--- src/design/lane_swap_pkg.sv ---
// How it works
// In big-endian order the byte at an even address rides the upper lane, the odd one the lower.
// Out of reset the host data bus runs in big-endian lane order until the swap sequence ends.
// Host software starts the switch by writing 1 to the little-endian select bit.
// Before the swap a little-endian host finds the config register at 0x074, not 0x075.
// Setting the select bit alone leaves the lane order unchanged until the trigger read.
// A read of 0x077 with the select bit set exchanges the upper and lower data lanes.
// After the swap both byte addresses of every multi-byte register pair are exchanged.
// Once configured, 8-bit and 16-bit host accesses reach every register.
// A 16-bit FIFO read puts the earlier USB byte on the upper lane (BE) or lower lane (LE).
// The host splits registers wider than 16 bits into separate 16-bit accesses itself.
// Upper and lower write strobes each write only their own byte lane.
// The swap holds until chip reset; further trigger reads never swap back.
package lane_swap_pkg;

  localparam int unsigned ADDR_W            = 8;
  localparam int unsigned WADDR_W           = ADDR_W - 1;

  localparam logic [ADDR_W-1:0] HOST_PORT_CONFIG_OFS  = 8'h75;
  localparam logic [ADDR_W-1:0] LANE_SWAP_TRIGGER_OFS = 8'h77;

  localparam int unsigned       LE_SELECT_BIT       = 0;
  localparam logic [7:0]        HOST_PORT_CONFIG_RST = 8'h00;
  localparam logic [7:0]        LANE_SWAP_TRIGGER_VAL = 8'h00;
  localparam logic [7:0]        UNMAPPED_BYTE       = 8'h00;

  // Bytes of one word in internal (big-endian) address order
  typedef struct packed {
    logic [7:0] even;
    logic [7:0] odd;
  } lane_word_t;

  typedef struct packed {
    logic [WADDR_W-1:0] word_addr;
    logic               rd;
    logic               wr_even;
    logic               wr_odd;
    lane_word_t         wdata;
  } int_req_t;

  typedef enum logic [2:0] {
    ST_IDLE = 3'b001,
    ST_READ = 3'b010,
    ST_WRITE = 3'b100
  } port_state_t;

endpackage

--- src/design/host_port_byte_lane_swap.sv ---
`timescale 1ns/1ns
module host_port_byte_lane_swap (
  input  wire logic                             clk,
  input  wire logic                             rst,
  input  wire logic                             clk_en,
  input  wire logic                             chip_select_n,
  input  wire logic                             read_strobe_n,
  input  wire logic                             upper_write_strobe_n,
  input  wire logic                             lower_write_strobe_n,
  input  wire logic [lane_swap_pkg::ADDR_W-1:0] host_addr,
  input  wire logic [15:0]                      host_data_bus_in,
  output logic      [15:0]                      host_data_bus_out,
  output logic                                  host_data_bus_oe,
  output lane_swap_pkg::int_req_t               int_req,
  input  wire lane_swap_pkg::lane_word_t        int_rdata,
  output logic                                  little_endian_select,
  output logic                                  lanes_swapped
);
  import lane_swap_pkg::*;

  // Lane exchange is its own inverse, so one function serves both directions
  function automatic logic [15:0] map_lanes(input logic swap, input lane_word_t w);
    map_lanes = swap ? {w.odd, w.even} : {w.even, w.odd};
  endfunction

  function automatic logic is_word(input logic [WADDR_W-1:0] wa,
                                   input logic [ADDR_W-1:0] ofs);
    is_word = (wa == ofs[ADDR_W-1:1]);
  endfunction

  port_state_t       state_q, state_d;
  logic [7:0]        cfg_q, cfg_d;
  logic              swap_q, swap_d;
  int_req_t          req_q, req_d;
  logic [15:0]       dout_q, dout_d;
  logic              oe_q, oe_d;

  logic              rd_act;
  logic              wr_up_act;
  logic              wr_lo_act;
  logic              wr_even;
  logic              wr_odd;
  lane_word_t        win;
  lane_word_t        rword;

  always_comb begin
    rd_act    = !chip_select_n && !read_strobe_n;
    wr_up_act = !chip_select_n && !upper_write_strobe_n;
    wr_lo_act = !chip_select_n && !lower_write_strobe_n;
    // Physical strobe to internal byte: upper is even until the swap
    wr_even   = swap_q ? wr_lo_act : wr_up_act;
    wr_odd    = swap_q ? wr_up_act : wr_lo_act;
    win       = lane_word_t'(map_lanes(swap_q, lane_word_t'(host_data_bus_in)));
    if (is_word(req_q.word_addr, HOST_PORT_CONFIG_OFS)) begin
      rword = '{even: UNMAPPED_BYTE, odd: cfg_q};
    end else if (is_word(req_q.word_addr, LANE_SWAP_TRIGGER_OFS)) begin
      rword = '{even: UNMAPPED_BYTE, odd: LANE_SWAP_TRIGGER_VAL};
    end else begin
      rword = int_rdata;  // FIFO words arrive earlier byte in even
    end
  end

  always_comb begin
    state_d      = state_q;
    cfg_d        = cfg_q;
    swap_d       = swap_q;
    req_d        = req_q;
    req_d.rd     = 1'b0;
    req_d.wr_even = 1'b0;
    req_d.wr_odd = 1'b0;
    dout_d       = dout_q;
    oe_d         = oe_q;
    case (state_q)
      ST_IDLE: begin
        oe_d = 1'b0;
        if (rd_act) begin
          req_d.word_addr = host_addr[ADDR_W-1:1];
          req_d.rd        = 1'b1;
          state_d         = ST_READ;
        end else if (wr_up_act || wr_lo_act) begin
          req_d.word_addr = host_addr[ADDR_W-1:1];
          req_d.wr_even   = wr_even;
          req_d.wr_odd    = wr_odd;
          req_d.wdata     = win;
          // Config is the odd byte; before the swap a LE host hits it at 0x074
          if (is_word(host_addr[ADDR_W-1:1], HOST_PORT_CONFIG_OFS) && wr_odd) begin
            cfg_d = win.odd;
          end
          state_d = ST_WRITE;
        end
      end
      ST_READ: begin
        dout_d = map_lanes(swap_q, rword);
        oe_d   = 1'b1;
        if (!rd_act) begin
          oe_d    = 1'b0;
          state_d = ST_IDLE;
          // Swap lands after the trigger read so its own data is stable
          if (is_word(req_q.word_addr, LANE_SWAP_TRIGGER_OFS) && cfg_q[LE_SELECT_BIT]) begin
            swap_d = 1'b1;
          end
        end
      end
      ST_WRITE: begin
        // One write per strobe assertion; wait for release
        if (!wr_up_act && !wr_lo_act) begin
          state_d = ST_IDLE;
        end
      end
      default: begin
        state_d = ST_IDLE;
        oe_d    = 1'b0;
      end
    endcase
  end

  always_ff @(posedge clk) begin
    if (rst) begin
      state_q <= ST_IDLE;
      cfg_q   <= HOST_PORT_CONFIG_RST;
      swap_q  <= 1'b0;
      req_q   <= '0;
      dout_q  <= 16'h0000;
      oe_q    <= 1'b0;
    end else if (clk_en) begin
      state_q <= state_d;
      cfg_q   <= cfg_d;
      swap_q  <= swap_d;
      req_q   <= req_d;
      dout_q  <= dout_d;
      oe_q    <= oe_d;
    end
  end

  always_comb begin
    host_data_bus_out    = dout_q;
    host_data_bus_oe     = oe_q;
    int_req              = req_q;
    little_endian_select = cfg_q[LE_SELECT_BIT];
    lanes_swapped        = swap_q;
  end

endmodule

--- config.mk ---
export PLATFORM = sky130hd
export DESIGN_NAME = host_port_byte_lane_swap
export DESIGN_NICKNAME = d
export VERILOG_FILES = /design/src/design/lane_swap_pkg.sv /design/src/design/host_port_byte_lane_swap.sv
export SDC_FILE = /design/constraint.sdc
export NUM_CORES = 1
export LEC_CHECK = 0
export ABC_AREA = 1
export BUFFER_PORTS_ARGS = -buffer_cell sky130_fd_sc_hd__buf_2
export CORE_UTILIZATION = 41
export DETAILED_ROUTE_END_ITERATION = 10
export PLACE_DENSITY = 0.71
export SYNTH_ARGS = -nofsm -noshare
export SYNTH_HDL_FRONTEND = slang
export SYNTH_SLANG_ARGS = --single-unit
--- constraint.sdc ---
create_clock -name clk -period 3 [get_ports clk]
set_input_delay 0.15 -clock clk [delete_from_list [all_inputs] [get_ports clk]]
set_output_delay 0.15 -clock clk [all_outputs]
set_load 0.02 [all_outputs]
==> metrics <==
outcome complete, no violations; Worst Hold Endpoint int_req[23]; pwr/cell area 447 mW/mm^2; Cells after DPL 537; Total GRT Usage 21.1%; Final Util 52.8%; final slew viol count 0; P_sw 0.388 mW; final setup violation count 0; IO buf count 90; critical path class reg2reg; Post-Route WL 6.99 mm; Worst R2R Path Depth 6; initial antenna violation count 0; P_leak 1.54 nW; Worst EP arrival 2220 ps; Routed Antenna Nets 0; CP Cell Sequence buf_4 -> inv_2 -> o21ai_0 -> nand3_2 -> o21ai_0 -> nor2_1; DRC Markers 0; delay-heaviest family, CP compound AO/OA/AOI/OAI gates; post-synth cell types 26; Data required, critical path 3200 ps; DR top layer met4; first-pass GRT wire length 11.0 mm; HP Class in2reg; Crit path largest cell delay 400 ps; hold_ws 119 ps; Gate Count Post-Synth 391; CTS clk-pin slew, worst paths 90 ps; H-tree depth 2; post-synthesis mux area share 0%; Core Region 0.00606 sq mm; Post-CTS Setup Bufs 0; setup slack, reg-to-reg 980 ps; largest net degree at the start of global routing 38; cell area after layout 0.00320 sq mm; die area 0.00679 sq mm; First DRT Iteration DRCs 162; setup_tns 0 ps; hold path start host_addr[5]; CTS root buf clkbuf_8; vias after detailed routing 2843; Mapped Nets 438; total global routing overflow 0; synth warn 0; WHS Path Cells 3; Clock Path Buffers 2; crit-path most repeated cell o21ai_0; initial core utilization 43.7%; crit path launch type flip-flop; Highest Clock Rate 0.495 GHz; hold buffer count at CTS 0; RePlAce Congestion 0.827; Non-Filler Instances 545; Placed Area 0.00310 sq mm; Worst setup EP type flip-flop; Post-Syn Area 0.00265 sq mm; Slew headroom 42.5%; clock sinks 55; vias in the first global route 2418; Num CTS Buffers 5; DRT met1 WL 3.17 mm; Clk pwr share 31.0%; WL met3 635 um; final hold violations 0; min Tclk post-route 2020 ps; Routed WL per cell 12.8 um; Final Power 1.43 mW; Avg Vias per Cell 5.22; share of cells above drive strength 1 24.3%; DRT Pass-1 Iters 5; main combinational cell family by area after synthesis simple AND/OR/NAND/NOR gates; Worst Setup Slack, final 982 ps; Worst R2R Start lanes_swapped; Reg power frac 53.9%; Pint 1.04 mW; sw frac 27.1%; RSZ-0062 raised after global routing false; Logic pwr share 15.1%; Compound-Gate Fraction of Synth Area 18.4%; R2R Path End cfg_q[7]; mean area per synthesized cell 6.78 sq um; Critical Path Fanout Max 37; Slew @ Worst Pin 857 ps; worst skew pair latency 300 ps; Final #Nets 516; period utilization 67.3%; worst-case vdd ir drop 215 uV; met2 WL 3.15 mm; Syn-to-layout area delta 20.8%; Clock Skew 4.06 ps; Resize count post-CTS 0; TritonCTS clock tree done; Die W 82.4 um; ANT cells 0; Post-Synth Adder-Cell Area 0%; Post-Synth Simple-Gate Area 32.6%; MaxCap Viol Count 0; cell row count 28; worst slack, placed 1020 ps; DIE HEIGHT 82.4 um; Post-Synth XOR/XNOR Area 0%; worst path bufs/invs 2; I/O pins 92; hpwl dp 4.90 mm; sequential cell area fraction in the yosys report 41.5%; Slowest-stage cell, CP o21ai_0; number of synthesized register bits 55
-- kinds of logic after synthesis --
| group | after synthesis |
|---|---|
| compound gates | 93 |
| buf+inv | 45 |
| flops | 55 |
| simple gates | 198 |
-- layout make-up --
class | count | area, sq um
sequential | 55 | 1100
tap | 75 | 93.8
clock buffer | 8 | 100
inverter | 24 | 90.1
multi-input combinational | 291 | 1350
timing repair buffer | 92 | 465
fill | 607 | 2860
-- sequential cells by signal (all words and copies together), names as in the netlist --
name / cells
cfg_q: 8
lanes_swapped: 1
host_data_bus_oe: 1
int_req: 26
state_q: 3
host_data_bus_out: 16
-- per-layer routing --
layer / vias to the layer above / global-route usage [%]
li1: 1447 / -
met1: 1259 / 27.1
met2: 131 / 34.5
met3: 6 / 4.73
met4: 0 / 7.89
met5: - / 0
-- placed cells by master (no fill, tap or decap), drive strengths merged --
| cell type | instances |
|---|---|
| nand3 | 47 |
| inv | 24 |
| o21ai | 48 |
| clkbuf | 8 |
| dfxtp | 55 |
| nand2 | 76 |
| nor3 | 2 |
| nand3b | 2 |
| a21oi | 43 |
| nand4 | 2 |
| nor2 | 69 |
| a311oi | 1 |
| o211ai | 1 |
| buf | 92 |
-- worst max-delay path by stage --
stage                     depth (start not counted)           from  slack, ps                     to
final                                             6  lanes_swapped        980               cfg_q[7]
after floorplan                                   8    int_req[23]       1530  host_data_bus_out[14]
after CTS                                         6     state_q[1]       1010               cfg_q[7]
after global routing                              6     state_q[1]        750               cfg_q[2]
after detailed placement                          6  lanes_swapped       1020               cfg_q[7]
after global placement                            7  lanes_swapped       1060               cfg_q[2]
-- power by group through the flow --
stage,Combinational [mW],Clock (mW),Sequential [mW]
4_1_cts,0.216,0.465,0.771
6_report,0.216,0.443,0.771
3_3_place_gp,0.213,0,0.787
5_1_grt,0.241,0.492,0.775
2_1_floorplan,0.115,0,0.813
3_5_place_dp,0.215,0,0.788
-- worst register-to-register path, stage by stage (launching register included) --
cell and delay (ps):
dfxtp_1 320, buf_4 320, inv_2 330, o21ai_0 410, nand3_2 200, o21ai_0 290, nor2_1 60
-- cell usage after synthesis --
library cell	instances	share of area, %
a21oi_1	41	7.7
a21oi_2	1	0.33
a21oi_4	1	0.61
a311oi_1	1	0.33
buf_1	2	0.28
buf_2	5	0.94
buf_6	3	1.3
clkbuf_1	10	1.4
clkbuf_2	1	0.19
dfxtp_1	55	42
inv_1	20	2.8
inv_2	4	0.57
nand2_1	74	10
nand2_2	1	0.24
nand2_4	1	0.42
nand3_1	45	8.5
nand3_2	2	0.76
nand3b_1	2	0.57
nand4_1	1	0.24
nand4_2	1	0.47
nor2_1	67	9.5
nor2_2	1	0.24
nor2_4	1	0.42
nor3_2	2	0.76
o211ai_1	1	0.28
o21ai_0	48	9.1
Power figures use the tool's default switching activity.
